===== src/hw/rcs_pkg.sv =====
// constants of the coexistence status and interrupt register bank
package rcs_pkg;

	// ==========================================================
	// register map
	localparam logic [31:0] RCS_BASE_OFF      = 32'h50002f00;
	localparam logic [31:0] RCS_CTRL_OFF      = 32'h50002f00;
	localparam logic [31:0] RCS_STAT_OFF      = 32'h50002f02;
	localparam logic [31:0] RCS_MASK_OFF      = 32'h50002f04;
	localparam logic [31:0] RCS_EVT_OFF       = 32'h50002f06;
	localparam logic [31:0] RCS_CLR_OFF       = 32'h50002f08;
	localparam int          RCS_ADR_W         = 8;
	localparam int          RCS_REG_W         = 16;

	// ==========================================================
	// control register fields
	localparam int          RCS_CTRL_PRG_BIT  = 0;
	localparam int          RCS_CTRL_EXTF_BIT = 1;
	localparam logic [15:0] RCS_CTRL_RST      = 16'h0000;
	localparam logic [15:0] RCS_CTRL_WMASK    = 16'h0003;

	// ==========================================================
	// arbiter status fields
	localparam int          RCS_ST_EXT0_BIT   = 10;
	localparam int          RCS_ST_PRI_BIT    = 9;
	localparam int          RCS_ST_ACT_BIT    = 8;
	localparam int          RCS_ST_CLOS_BIT   = 7;
	localparam int          RCS_ST_CHO_LSB    = 5;
	localparam int          RCS_ST_IDX_LSB    = 0;

	// ==========================================================
	// choice codes and entry indices
	localparam logic [1:0]  RCS_CHO_NONE      = 2'h0;
	localparam logic [1:0]  RCS_CHO_ONCHIP    = 2'h1;
	localparam logic [1:0]  RCS_CHO_EXT       = 2'h3;
	localparam logic [4:0]  RCS_IDX_NULL      = 5'h00;
	localparam logic [4:0]  RCS_IDX_ONCHIP    = 5'h01;
	localparam logic [4:0]  RCS_IDX_EXT       = 5'h02;

	// ==========================================================
	// event positions, mask layout
	localparam int          RCS_EV_SWITCH     = 15;
	localparam int          RCS_EV_STARTMID   = 14;
	localparam int          RCS_EV_CLOSEBRK   = 13;
	localparam int          RCS_EV_BUSY_F     = 12;
	localparam int          RCS_EV_BUSY_R     = 11;
	localparam int          RCS_EV_ONACT_F    = 10;
	localparam int          RCS_EV_ONACT_R    = 9;
	localparam int          RCS_EV_EXT_F      = 6;
	localparam int          RCS_EV_EXT_R      = 5;
	localparam int          RCS_EV_PRI_F      = 4;
	localparam int          RCS_EV_PRI_R      = 3;
	localparam int          RCS_EV_ACT_F      = 2;
	localparam int          RCS_EV_ACT_R      = 1;
	localparam int          RCS_MASK_CPU_BIT  = 0;
	localparam logic [15:0] RCS_EV_USED       = 16'hfe7e;
	localparam logic [15:0] RCS_MASK_RST      = 16'h0000;

	// ==========================================================
	// timing
	localparam int          RCS_CLK_MHZ       = 25;
	localparam int          RCS_CLOSE_NS      = 80;
	localparam int          RCS_CLOSE_CYC     = (RCS_CLOSE_NS * RCS_CLK_MHZ + 999) / 1000;

	typedef enum logic [1:0] {
		RCS_S_NONE,
		RCS_S_ONCHIP,
		RCS_S_EXT,
		RCS_S_CLOSING
	} rcs_state_e;

	// byte address of a register from its printed offset
	function automatic logic [RCS_ADR_W-1:0] rcs_byte_adr(input logic [31:0] off);
		logic [31:0] idx;
		idx = off - RCS_BASE_OFF;
		return {idx[RCS_ADR_W-3:0], 2'h0};
	endfunction : rcs_byte_adr

endpackage : rcs_pkg


===== src/hw/rcs_top.sv =====
// coexistence arbiter with status, event and interrupt registers on classic wishbone
// ==========================================================
// Summary of operation
// - status bits 10,9,8 show live pin levels
// - status bit 7 shows closing sub-state
// - choice field codes none 0, onchip 1, external 3
// - no owner means priority output low
// - stay no owner while nobody active
// - programming and transaction done gives no owner
// - programming blocks all new arbitration decisions
// - bits 4:0 hold last winning entry, zero only after reset or while programming with no owner
// - masked event flags set aggregate interrupt flag
// - mask bit 0 gates aggregate flag to cpu
// - flag owner switch, ignoring passes through none
// - flag closing entered during owner tx/rx
// - edge events on activity signals, clear on read
//
// Register access over Wishbone was decided locally.
`timescale 1ns/1ps

module rcs_top
	import rcs_pkg::*;
#(
	parameter int CLOSE_CYCLES = RCS_CLOSE_CYC
) (
	input  wire logic                 clk_i,
	input  wire logic                 rst_i,
	input  wire logic                 wb_cyc_i,
	input  wire logic                 wb_stb_i,
	input  wire logic                 wb_we_i,
	input  wire logic [RCS_ADR_W-1:0] wb_adr_i,
	input  wire logic [3:0]           wb_sel_i,
	input  wire logic [31:0]          wb_dat_i,
	output logic      [31:0]          wb_dat_o,
	output logic                      wb_ack_o,
	input  wire logic                 external_activity_in0_i,
	input  wire logic                 onchip_request_i,
	input  wire logic                 onchip_txrx_en_i,
	input  wire logic                 ext_txrx_en_i,
	input  wire logic                 radio_busy_i,
	output logic                      onchip_priority_out_o,
	output logic                      onchip_activity_out_o,
	output logic                      onchip_grant_o,
	output logic                      ext_grant_o,
	output logic                      irq_o
);

	// ==========================================================
	// elaboration check of the closing length
	if (CLOSE_CYCLES < 1 || CLOSE_CYCLES > 255) begin : g_close_range
		$error("CLOSE_CYCLES out of range");
	end

	localparam logic [RCS_ADR_W-1:0] A_CTRL = rcs_byte_adr(RCS_CTRL_OFF);
	localparam logic [RCS_ADR_W-1:0] A_STAT = rcs_byte_adr(RCS_STAT_OFF);
	localparam logic [RCS_ADR_W-1:0] A_MASK = rcs_byte_adr(RCS_MASK_OFF);
	localparam logic [RCS_ADR_W-1:0] A_EVT  = rcs_byte_adr(RCS_EVT_OFF);
	localparam logic [RCS_ADR_W-1:0] A_CLR  = rcs_byte_adr(RCS_CLR_OFF);
	localparam logic [7:0]           CLOSE_LAST = 8'(CLOSE_CYCLES - 1);

	// ==========================================================
	// declarations
	rcs_state_e  state_ff;
	logic [1:0]  choice_ff;
	logic        closing_ff;
	logic [4:0]  win_idx_ff;
	logic [7:0]  close_cnt_ff;
	logic [1:0]  owner_ff;
	logic [1:0]  last_mac_ff;
	logic [15:0] ctrl_ff;
	logic [15:0] mask_ff;
	logic [15:0] evt_ff;
	logic [15:0] nxt_evt;
	logic [15:0] ev_set;
	logic [15:0] ev_clr;
	logic        busy_prev_ff;
	logic        onact_prev_ff;
	logic        ext_prev_ff;
	logic        pri_prev_ff;
	logic        act_prev_ff;
	logic        nxt_pri;
	logic        nxt_act;
	logic        req;
	logic        wr;
	logic        rd;
	logic [15:0] wmask;
	logic [15:0] stat_word;
	logic [15:0] rd_word;
	logic        prg;
	logic        onchip_active;
	logic        ext_active;
	logic        owner_active;
	logic        owner_txrx;
	logic        agg_flag;
	logic        enter_closing;
	logic        new_mac;
	logic [1:0]  new_choice;

	// ==========================================================
	// bus decode
	assign req   = wb_cyc_i & wb_stb_i & ~wb_ack_o;
	assign wr    = req & wb_we_i;
	assign rd    = req & ~wb_we_i;
	assign wmask = {{8{wb_sel_i[1]}}, {8{wb_sel_i[0]}}};

	always_ff @(posedge clk_i) begin
		if (rst_i) begin
			wb_ack_o <= 1'b0;
		end else begin
			wb_ack_o <= req;
		end
	end

	always_ff @(posedge clk_i) begin
		if (rst_i) begin
			ctrl_ff <= RCS_CTRL_RST;
		end else if (wr && wb_adr_i == A_CTRL) begin
			ctrl_ff <= (ctrl_ff & ~(wmask & RCS_CTRL_WMASK)) | (wb_dat_i[15:0] & wmask & RCS_CTRL_WMASK);
		end
	end

	always_ff @(posedge clk_i) begin
		if (rst_i) begin
			mask_ff <= RCS_MASK_RST;
		end else if (wr && wb_adr_i == A_MASK) begin
			mask_ff <= (mask_ff & ~(wmask & (RCS_EV_USED | 16'h0001)))
				| (wb_dat_i[15:0] & wmask & (RCS_EV_USED | 16'h0001));
		end
	end

	// ==========================================================
	// read mux
	always_comb begin
		stat_word                                = 16'h0000;
		stat_word[RCS_ST_EXT0_BIT]               = external_activity_in0_i;
		stat_word[RCS_ST_PRI_BIT]                = onchip_priority_out_o;
		stat_word[RCS_ST_ACT_BIT]                = onchip_activity_out_o;
		stat_word[RCS_ST_CLOS_BIT]               = closing_ff;
		stat_word[RCS_ST_CHO_LSB+1:RCS_ST_CHO_LSB] = choice_ff;
		stat_word[RCS_ST_IDX_LSB+4:RCS_ST_IDX_LSB] = win_idx_ff;
	end

	always_comb begin
		case (wb_adr_i)
			A_CTRL: rd_word = ctrl_ff;
			A_STAT: rd_word = stat_word;
			A_MASK: rd_word = mask_ff;
			A_EVT:  rd_word = evt_ff;
			default: rd_word = 16'h0000;
		endcase
	end

	always_ff @(posedge clk_i) begin
		if (rst_i) begin
			wb_dat_o <= 32'h00000000;
		end else if (rd) begin
			wb_dat_o <= {16'h0000, rd_word};
		end
	end

	// ==========================================================
	// arbiter
	assign prg           = ctrl_ff[RCS_CTRL_PRG_BIT];
	assign onchip_active = onchip_request_i;
	assign ext_active    = external_activity_in0_i;
	assign owner_active  = (state_ff == RCS_S_ONCHIP) ? onchip_active : ext_active;
	assign owner_txrx    = (owner_ff == RCS_CHO_ONCHIP) ? onchip_txrx_en_i : ext_txrx_en_i;
	assign enter_closing = (state_ff == RCS_S_ONCHIP || state_ff == RCS_S_EXT) && !owner_active;

	always_comb begin
		new_choice = RCS_CHO_NONE;
		if (state_ff == RCS_S_NONE && !prg) begin
			if (onchip_active && !(ext_active && ctrl_ff[RCS_CTRL_EXTF_BIT])) begin
				new_choice = RCS_CHO_ONCHIP;
			end else if (ext_active) begin
				new_choice = RCS_CHO_EXT;
			end
		end
	end
	assign new_mac = new_choice != RCS_CHO_NONE;

	always_ff @(posedge clk_i) begin
		if (rst_i) begin
			state_ff     <= RCS_S_NONE;
			choice_ff    <= RCS_CHO_NONE;
			closing_ff   <= 1'b0;
			close_cnt_ff <= 8'h00;
			owner_ff     <= RCS_CHO_NONE;
		end else begin
			case (state_ff)
				RCS_S_NONE: begin
					choice_ff <= new_choice;
					owner_ff  <= new_choice;
					if (new_choice == RCS_CHO_ONCHIP) begin
						state_ff <= RCS_S_ONCHIP;
					end else if (new_choice == RCS_CHO_EXT) begin
						state_ff <= RCS_S_EXT;
					end
				end
				RCS_S_ONCHIP, RCS_S_EXT: begin
					if (enter_closing) begin
						state_ff     <= RCS_S_CLOSING;
						closing_ff   <= 1'b1;
						close_cnt_ff <= CLOSE_LAST;
					end
				end
				RCS_S_CLOSING: begin
					if (close_cnt_ff == 8'h00) begin
						state_ff   <= RCS_S_NONE;
						closing_ff <= 1'b0;
						choice_ff  <= RCS_CHO_NONE;
						owner_ff   <= RCS_CHO_NONE;
					end else begin
						close_cnt_ff <= close_cnt_ff - 8'h01;
					end
				end
				default: begin
					state_ff   <= RCS_S_NONE;
					choice_ff  <= RCS_CHO_NONE;
					closing_ff <= 1'b0;
					owner_ff   <= RCS_CHO_NONE;
				end
			endcase
		end
	end

	always_ff @(posedge clk_i) begin
		if (rst_i) begin
			win_idx_ff <= RCS_IDX_NULL;
		end else if (state_ff == RCS_S_NONE && prg) begin
			win_idx_ff <= RCS_IDX_NULL;
		end else if (new_choice == RCS_CHO_ONCHIP) begin
			win_idx_ff <= RCS_IDX_ONCHIP;
		end else if (new_choice == RCS_CHO_EXT) begin
			win_idx_ff <= RCS_IDX_EXT;
		end
	end

	// ==========================================================
	// pins and grants
	assign nxt_pri = (state_ff == RCS_S_ONCHIP) && onchip_active;
	assign nxt_act = onchip_active;

	always_ff @(posedge clk_i) begin
		if (rst_i) begin
			onchip_priority_out_o <= 1'b0;
			onchip_activity_out_o <= 1'b0;
			onchip_grant_o        <= 1'b0;
			ext_grant_o           <= 1'b0;
		end else begin
			onchip_priority_out_o <= nxt_pri;
			onchip_activity_out_o <= nxt_act;
			onchip_grant_o        <= state_ff == RCS_S_ONCHIP || (state_ff == RCS_S_CLOSING && owner_ff == RCS_CHO_ONCHIP);
			ext_grant_o           <= state_ff == RCS_S_EXT || (state_ff == RCS_S_CLOSING && owner_ff == RCS_CHO_EXT);
		end
	end

	// ==========================================================
	// edge history
	always_ff @(posedge clk_i) begin
		if (rst_i) begin
			busy_prev_ff  <= 1'b0;
			onact_prev_ff <= 1'b0;
			ext_prev_ff   <= 1'b0;
			pri_prev_ff   <= 1'b0;
			act_prev_ff   <= 1'b0;
		end else begin
			busy_prev_ff  <= radio_busy_i;
			onact_prev_ff <= onchip_active;
			ext_prev_ff   <= ext_active;
			pri_prev_ff   <= onchip_priority_out_o;
			act_prev_ff   <= onchip_activity_out_o;
		end
	end

	always_ff @(posedge clk_i) begin
		if (rst_i) begin
			last_mac_ff <= RCS_CHO_NONE;
		end else if (new_mac) begin
			last_mac_ff <= new_choice;
		end
	end

	// ==========================================================
	// events
	always_comb begin
		ev_set                  = 16'h0000;
		ev_set[RCS_EV_SWITCH]   = new_mac && new_choice != last_mac_ff;
		ev_set[RCS_EV_STARTMID] = (new_choice == RCS_CHO_ONCHIP && onchip_txrx_en_i)
			|| (new_choice == RCS_CHO_EXT && ext_txrx_en_i);
		ev_set[RCS_EV_CLOSEBRK] = enter_closing && owner_txrx;
		ev_set[RCS_EV_BUSY_F]   = busy_prev_ff & ~radio_busy_i;
		ev_set[RCS_EV_BUSY_R]   = ~busy_prev_ff & radio_busy_i;
		ev_set[RCS_EV_ONACT_F]  = onact_prev_ff & ~onchip_active;
		ev_set[RCS_EV_ONACT_R]  = ~onact_prev_ff & onchip_active;
		ev_set[RCS_EV_EXT_F]    = ext_prev_ff & ~ext_active;
		ev_set[RCS_EV_EXT_R]    = ~ext_prev_ff & ext_active;
		ev_set[RCS_EV_PRI_F]    = pri_prev_ff & ~onchip_priority_out_o;
		ev_set[RCS_EV_PRI_R]    = ~pri_prev_ff & onchip_priority_out_o;
		ev_set[RCS_EV_ACT_F]    = act_prev_ff & ~onchip_activity_out_o;
		ev_set[RCS_EV_ACT_R]    = ~act_prev_ff & onchip_activity_out_o;
	end

	always_comb begin
		ev_clr = 16'h0000;
		if (rd && wb_adr_i == A_EVT) begin
			ev_clr = RCS_EV_USED;
		end else if (wr && wb_adr_i == A_CLR) begin
			ev_clr = wb_dat_i[15:0] & wmask & RCS_EV_USED;
		end
	end

	// set wins over a clear in the same cycle
	assign nxt_evt = ((evt_ff & ~ev_clr) | ev_set) & RCS_EV_USED;

	always_ff @(posedge clk_i) begin
		if (rst_i) begin
			evt_ff <= 16'h0000;
		end else begin
			evt_ff <= nxt_evt;
		end
	end

	// ==========================================================
	// interrupt
	assign agg_flag = |(nxt_evt & mask_ff & RCS_EV_USED);

	always_ff @(posedge clk_i) begin
		if (rst_i) begin
			irq_o <= 1'b0;
		end else begin
			irq_o <= agg_flag & mask_ff[RCS_MASK_CPU_BIT];
		end
	end

endmodule : rcs_top


===== config.mk =====
export PLATFORM = sky130hd
export DESIGN_NAME = rcs_top
export DESIGN_NICKNAME = d
export VERILOG_FILES = /design/src/hw/rcs_pkg.sv /design/src/hw/rcs_top.sv
export SDC_FILE = /design/constraint.sdc
export NUM_CORES = 1
export LEC_CHECK = 0
export ABC_CLOCK_PERIOD_IN_PS = 2500
export BUFFER_PORTS_ARGS = -buffer_cell sky130_fd_sc_hd__buf_2
export CORE_MARGIN = 4
export CORE_UTILIZATION = 53
export DETAILED_ROUTE_END_ITERATION = 8
export HOLD_SLACK_MARGIN = 0.1
export PLACE_DENSITY = 0.81
export SYNTH_ARGS = -nofsm -noshare
export SYNTH_HDL_FRONTEND = slang
export SYNTH_SLANG_ARGS = --single-unit

===== constraint.sdc =====
create_clock -name clk_i -period 2.5 [get_ports clk_i]
set_input_delay 0.5 -clock clk_i [delete_from_list [all_inputs] [get_ports clk_i]]
set_output_delay 0.5 -clock clk_i [all_outputs]
set_load 0.05 [all_outputs]

### Word level (Yosys, flattened, before mapping)

Cells that the tools add are included.

* word-level logic and storage cells: 136
* bits in registers: 91

* add/subtract/negate cells: 1
* eq/ne operators: 16
* bitwise logic cells: 37
* mux-type cells: 22
* reduce and logical (&&, ||, !) cells: 38

Operator list (number)
* 16-bit AND: 5
* 16-bit one-hot mux with 4 select lines: 1
* 16-bit two-way mux: 2
* 16-bit NOT: 2
* 16-bit bitwise OR: 2
* 8-bit by 5-bit equality test with 1-bit output, second input constant: 2
* 1-bit logical AND: 16
* 8-bit zero test: 2
* 8-bit two-way mux: 2
* 2-bit NOT with 16-bit output: 1
* 16-bit by 2-bit bitwise OR with 16-bit output: 1
* 8-bit one-hot mux with 2 select lines: 1
* 1-bit AND: 15
* 2-bit two-way mux: 7
* 13-bit OR reduction: 1
* 1-bit NOT: 11
* 3-bit AND reduction: 3
* 2-bit equality test, second input constant: 4
* 8-bit by 4-bit equality test with 1-bit output, second input constant: 1
* 8-bit by 6-bit equality test with 1-bit output, second input constant: 1
* 2-bit nonzero test: 4
* 8-bit by 1-bit subtractor with 8-bit output, second input constant: 1
* 2-bit by 1-bit equality test with 1-bit output, second input constant: 3
* 1-bit two-way mux: 6
* 12 further kinds: 20

### Longest topological paths before layout

* depth after elaboration: 12
* gate-level depth with buffers: 9

### Worst setup path after synthesis

Ideal clock, no wire load.

* path type: input-to-reg
* start point: input port wb_adr_i[1]
* end point: register irq_o
* stages: 6
* data arrival time: 2.043 ns
* buffers on the path: 0
* setup slack: 0.325 ns
* setup time: 0.132 ns
* cells stage by stage: or4_4 -> nor4_4 -> nand2_1 -> a41oi_1 -> o2111a_1 -> a311oi_1

* longest elaborated chain between the ends: 10

Ends and longest elaborated chain
* start, declared: line rcs_top.sv:31 `input wire logic [RCS_ADR_W-1:0] wb_adr_i,`
* 8-bit by 6-bit equality test with 1-bit output: line rcs_top.sv:308 `end else if (wr && wb_adr_i == A_CLR) begin`
* 1-bit logical AND: line rcs_top.sv:308
* 16-bit two-way mux: line rcs_top.sv:308
* 16-bit two-way mux *: line rcs_top.sv:306 `if (rd && wb_adr_i == A_EVT) begin`
* 16-bit NOT *: line rcs_top.sv:314 `assign nxt_evt = ((evt_ff & ~ev_clr) | ev_set) & RCS_EV_USED;`
* 16-bit AND *: line rcs_top.sv:314
* 16-bit bitwise OR *: line rcs_top.sv:314
* 16-bit AND *: line rcs_top.sv:326 `assign agg_flag = |(nxt_evt & mask_ff & RCS_EV_USED);`
* 13-bit OR reduction *: line rcs_top.sv:326
* 1-bit AND *: line rcs_top.sv:332 `irq_o <= agg_flag & mask_ff[RCS_MASK_CPU_BIT];`
* end signal, assigned: line rcs_top.sv:332
* end, declared: line rcs_top.sv:45 `output logic irq_o`

Every way passes the cells marked *; elsewhere a longest branch is shown, timed or not.
A chain may end at the register's enable or synchronous reset.

### Final worst setup path

* start point: register state_ff[1]
* end point: register close_cnt_ff[4]

* longest elaborated chain between the ends: 6

Ends and longest elaborated chain
* start, declared: line rcs_top.sv:63 `rcs_state_e state_ff;`
* start signal, assigned: line rcs_top.sv:184 `state_ff <= RCS_S_NONE;`
* start signal, assigned: line rcs_top.sv:195 `state_ff <= RCS_S_ONCHIP;`
* start signal, assigned: line rcs_top.sv:197 `state_ff <= RCS_S_EXT;`
* 2-bit by 1-bit equality test with 1-bit output: line rcs_top.sv:166, rcs_top.sv:168, rcs_top.sv:190
* 1-bit two-way mux: line rcs_top.sv:166 `assign owner_active = (state_ff == RCS_S_ONCHIP) ? onchip_active : ext_active;`
* 1-bit zero test: line rcs_top.sv:168 `assign enter_closing = (state_ff == RCS_S_ONCHIP || state_ff == RCS_S_EXT) && !owner_active;`
* 1-bit logical AND: line rcs_top.sv:168
* 2-bit inequality test (no line)
* 3-bit AND reduction (no line)
* end signal, assigned: line rcs_top.sv:214 `close_cnt_ff <= close_cnt_ff - 8'h01;`
* end, declared: line rcs_top.sv:67 `logic [7:0] close_cnt_ff;`

Parallel ways exist; a longest one is shown, timed or not.

==> impl_metrics.yaml <==
status:
  status: "finished clean"
yosys:
  area_share_of_and_or_nand_nor_cells_after_synthesis_pct: 23.13
  syn-instance-count: 413
  synth_area_leader_cell: "dfxtp_1"
  postSynth.topFlopCell: "dfxtp_1"
  synth.area.mux_share_pct: 5.583
  ys_top_cells_by_area: "dfxtp_1 (40%), nor2_1 (6.2%), mux2i_1 (5.6%), buf_4 (3.8%), nand2_1 (3.1%)"
  synth_edf_count: 0
  post_synth_xor_area_fraction_pct: 0.9770
  synth.lib_cells_used.distinct: 60
  synth_seq_cells: 72
  synth_top_area_share_pct: 40.20
  synth-compound-area-share_pct: 18.84
  main_combinational_cell_family_by_area_after_synthesis: "simple AND/OR/NAND/NOR gates"
  synth-async-reset-ratio_pct: 0
  post_synthesis_cell_area_um2: 3586
  seq_area_frac_synth_pct: 40.20
  synth_warnings: 0
  post_synthesis_mean_instance_area_um2: 8.683
  synth_adder_area_share_pct: 2.442
sta:
  slew_viol_final: 0
  maxClockFrequency_ghz: 0.4557
  layout_setup_ws_ns: 0.3055
  period_minus_slack_ns: 2.194
  setup_violations: 0
  timing_hold_violations_final: 0
  slew-limit-headroom_pct: 48.70
  slew_at_the_pin_closest_to_its_max_slew_limit_ns: 0.7694
  finalCritPeriodShare_pct: 87.78
  rsz0062_at_grt: "false"
  setup_tns_after_final_layout_ns: 0
  timing.hold.ws_ns: 0.4120
  worst_clock_skew_ns: 0.007518
critical_path:
  startpoint_type: "flip-flop"
  worst-path-max-fanout: 5
  timing.critical_path.required_ns: 2.78
  regToRegSetupSlack_ns: 0.31
  crit_path_buffers_inverters: 1
  crit_path_cell_trace: "inv_1 > ha_1 > mux2i_1 > mux2i_1 > a211oi_1 > nand2_1 > or3_1 > a21oi_1"
  timing.critical_path.to_type: "flip-flop"
  criticalPathCategory: "reg2reg"
  arrival_ns: 2.47
  critical_path_s_most_frequent_cell: "mux2i_1"
  worstReg2RegStart: "state_ff[1]"
  max_stage_delay_ns: 0.34
  critical_path.slowest_cell: "dfxtp_1"
  r2r_end: "close_cnt_ff[4]"
  timing.critical_path.max_delay_family: "multiplexers"
  count_of_cells_along_the_worst_register_to_register_path: 8
finish:
  layout.cells.most_common_list: "dfxtp_1 (72), nor2_1 (59), buf_2 (55)"
  instances_no_fill: 555
  seqCellArea_um2: 1441
  most_common_cell_after_layout_fill_and_taps_aside: "dfxtp_1"
  num-nets-final: 534
  finish.instance_area_um2: 4101
  layout-area-overhead-vs-synth_pct: 14.38
  n_antenna_cell: 0
  multiInputGateArea_um2: 1888
  filler_cell_count: 558
  layout_cells_sized_above_1_pct: 20.50
drt:
  routed_vias_inst: 5.632
  avgRoutedWirePerCell_um: 15.52
  final_antenna_net_count: 0
  initialDrtViolationCount: 173
  drt-pass1-iter-count: 4
  drt-total-wl_um: 8612
  vias: 3126
  drc_errors: 0
cts:
  clock_path_buffers: 2
  tritoncts_num_sinks: 72
  clock_latency_ns: 0.34
  holdBufCountCts: 0
  post_cts.repair.setup_buffers: 0
  post_cts.resized_instances: 0
  tritoncts: "done"
  cts-htree-levels: 3
  cts.reportedPaths.clkPinSlew_ns: 0.08
  numCtsBuffers: 9
  ctsRootBufferMaster: "clkbuf_8"
pwr:
  power.switching_fraction_pct: 34.68
  p_int_mw: 2.138
  power.leakage_nw: 1.679
  p_per_area_nw_per_um2: 797.9
  clock_power_share_pct: 28.0
  power.combinational.fraction_pct: 29.7
  vdd.ir_drop.worst_v: 0.0003793
  total_switching_power_mw: 1.135
  sequential_share_of_power_pct: 42.3
place:
  place_area_um2: 3904
  pre_cts_ws_ns: 0.04506
  numPortBuffers: 55
  place.detailed.instances: 539
  hpwlAfterDp_um: 6373
  place_congestion: 0.8620
grt:
  first_global_vias: 2996
  gr-total-overflow: 0
  grt_first_pass_wirelength_um: 14050
  groute.usage.overall_pct: 21.18
  number_of_antenna_violations_at_the_first_check_in_global_routing: 0
  maximum_number_of_pins_on_one_net_before_global_route_repair: 42
job:
  maxCapViolCount: 0
floorplanning:
  floorplan.core_area_um2: 6459
  chipWidth_um: 90.26
  initial_core_util_pct: 55.52
  row_count: 29
  ios: 92
  die_area_um2: 8146
  die_y_um: 90.26
hold_path:
  min_path_type: "in2reg"
  count_of_cells_along_the_worst_hold_path: 3
  hold_path_startpoint: "wb_dat_i[11]"
[worst reg2reg max path: stages, from the launching register on]
cell and delay [ns]:
dfxtp_1 0.34, inv_1 0.11, ha_1 0.24, mux2i_1 0.32, mux2i_1 0.22, a211oi_1 0.32
nand2_1 0.12, or3_1 0.31, a21oi_1 0.13
[cell families after synthesis]
| group | Yosys count |
|---|---|
| XOR/XNOR | 4 |
| AO/OA/AOI/OAI | 93 |
| flip-flops | 72 |
| multiplexers | 20 |
| other | 1 |
| buffers and inverters | 59 |
| AND/OR/NAND/NOR | 157 |
| adder cells (fa/ha/maj) | 7 |
[routing by layer]
metal | share of wire, % | up-vias | track usage, % | wire (um)
li1 | - | 1561 | - | -
met1 | 43 | 1455 | 25.57 | 3685
met2 | 49 | 101 | 36.34 | 4229
met3 | 6.5 | 9 | 5.417 | 560
met4 | 1.6 | 0 | 7.653 | 136
met5 | 0 | - | 0 | 0
[worst max path at each step]
stage | end | slack (ns) | cells after the start | startpoint
after floorplan | irq_o | 0.32 | 6 | wb_adr_i[1]
after global routing | close_cnt_ff[4] | 0.1 | 8 | state_ff[1]
after CTS | close_cnt_ff[4] | 0.32 | 8 | state_ff[1]
after detailed placement | irq_o | 0.05 | 8 | wb_adr_i[1]
after global placement | irq_o | 0.08 | 8 | wb_adr_i[1]
final | close_cnt_ff[4] | 0.31 | 8 | state_ff[1]
[Yosys cell counts, types with 2 or more instances]
library cell  instances
or2_2                 2
clkbuf_1             12
a211oi_1             14
nand3_1              13
a22oi_1              11
nor2_1               59
buf_1                 3
buf_6                 3
nand2_1              30
nand2b_1              7
o21ai_0               7
a32oi_1               2
a221oi_1              5
inv_1                22
a22o_1               12
nor2b_1               7
nor4_4                2
or3_1                 6
ha_1                  7
a2111oi_0             2
and3_1                4
o211ai_1              2
a21oi_1              20
a31oi_1               5
a41oi_1               4
xor2_1                3
buf_4                18
mux2i_1              20
dfxtp_1              72
nor3_1                7
nand3b_1              2
a32o_1                2
[cell type report]
type,instances,area share (%)
Clock inverter,5,1.373
Clock buffer,11,3.447
Inverter,22,2.013
Multi-Input combinational cell,297,46.03
Tap cell,77,2.349
Timing Repair Buffer,71,9.640
Sequential cell,72,35.14
[through the flow]
| stage | power, mW | util (%) |
|---|---|---|
| 6_report | 3.273 | 63.50 |
| 5_1_grt | 3.475 | 63.50 |
| 4_1_cts | 3.275 | 63.50 |
| 3_5_place_dp | 2.366 | 60.44 |
| 3_3_place_gp | 2.332 | 60.44 |
| 2_1_floorplan | 2.166 | - |
[power by group through the flow]
stage	logic, mW	registers, mW	clock network (mW)
floorplan	0.742	1.42	0
global placement	0.934	1.40	0
detailed placement	0.960	1.41	0
CTS	0.969	1.38	0.926
global route	1.08	1.40	0.995
finish	0.973	1.38	0.916
Power figures use the tool's default switching activity.
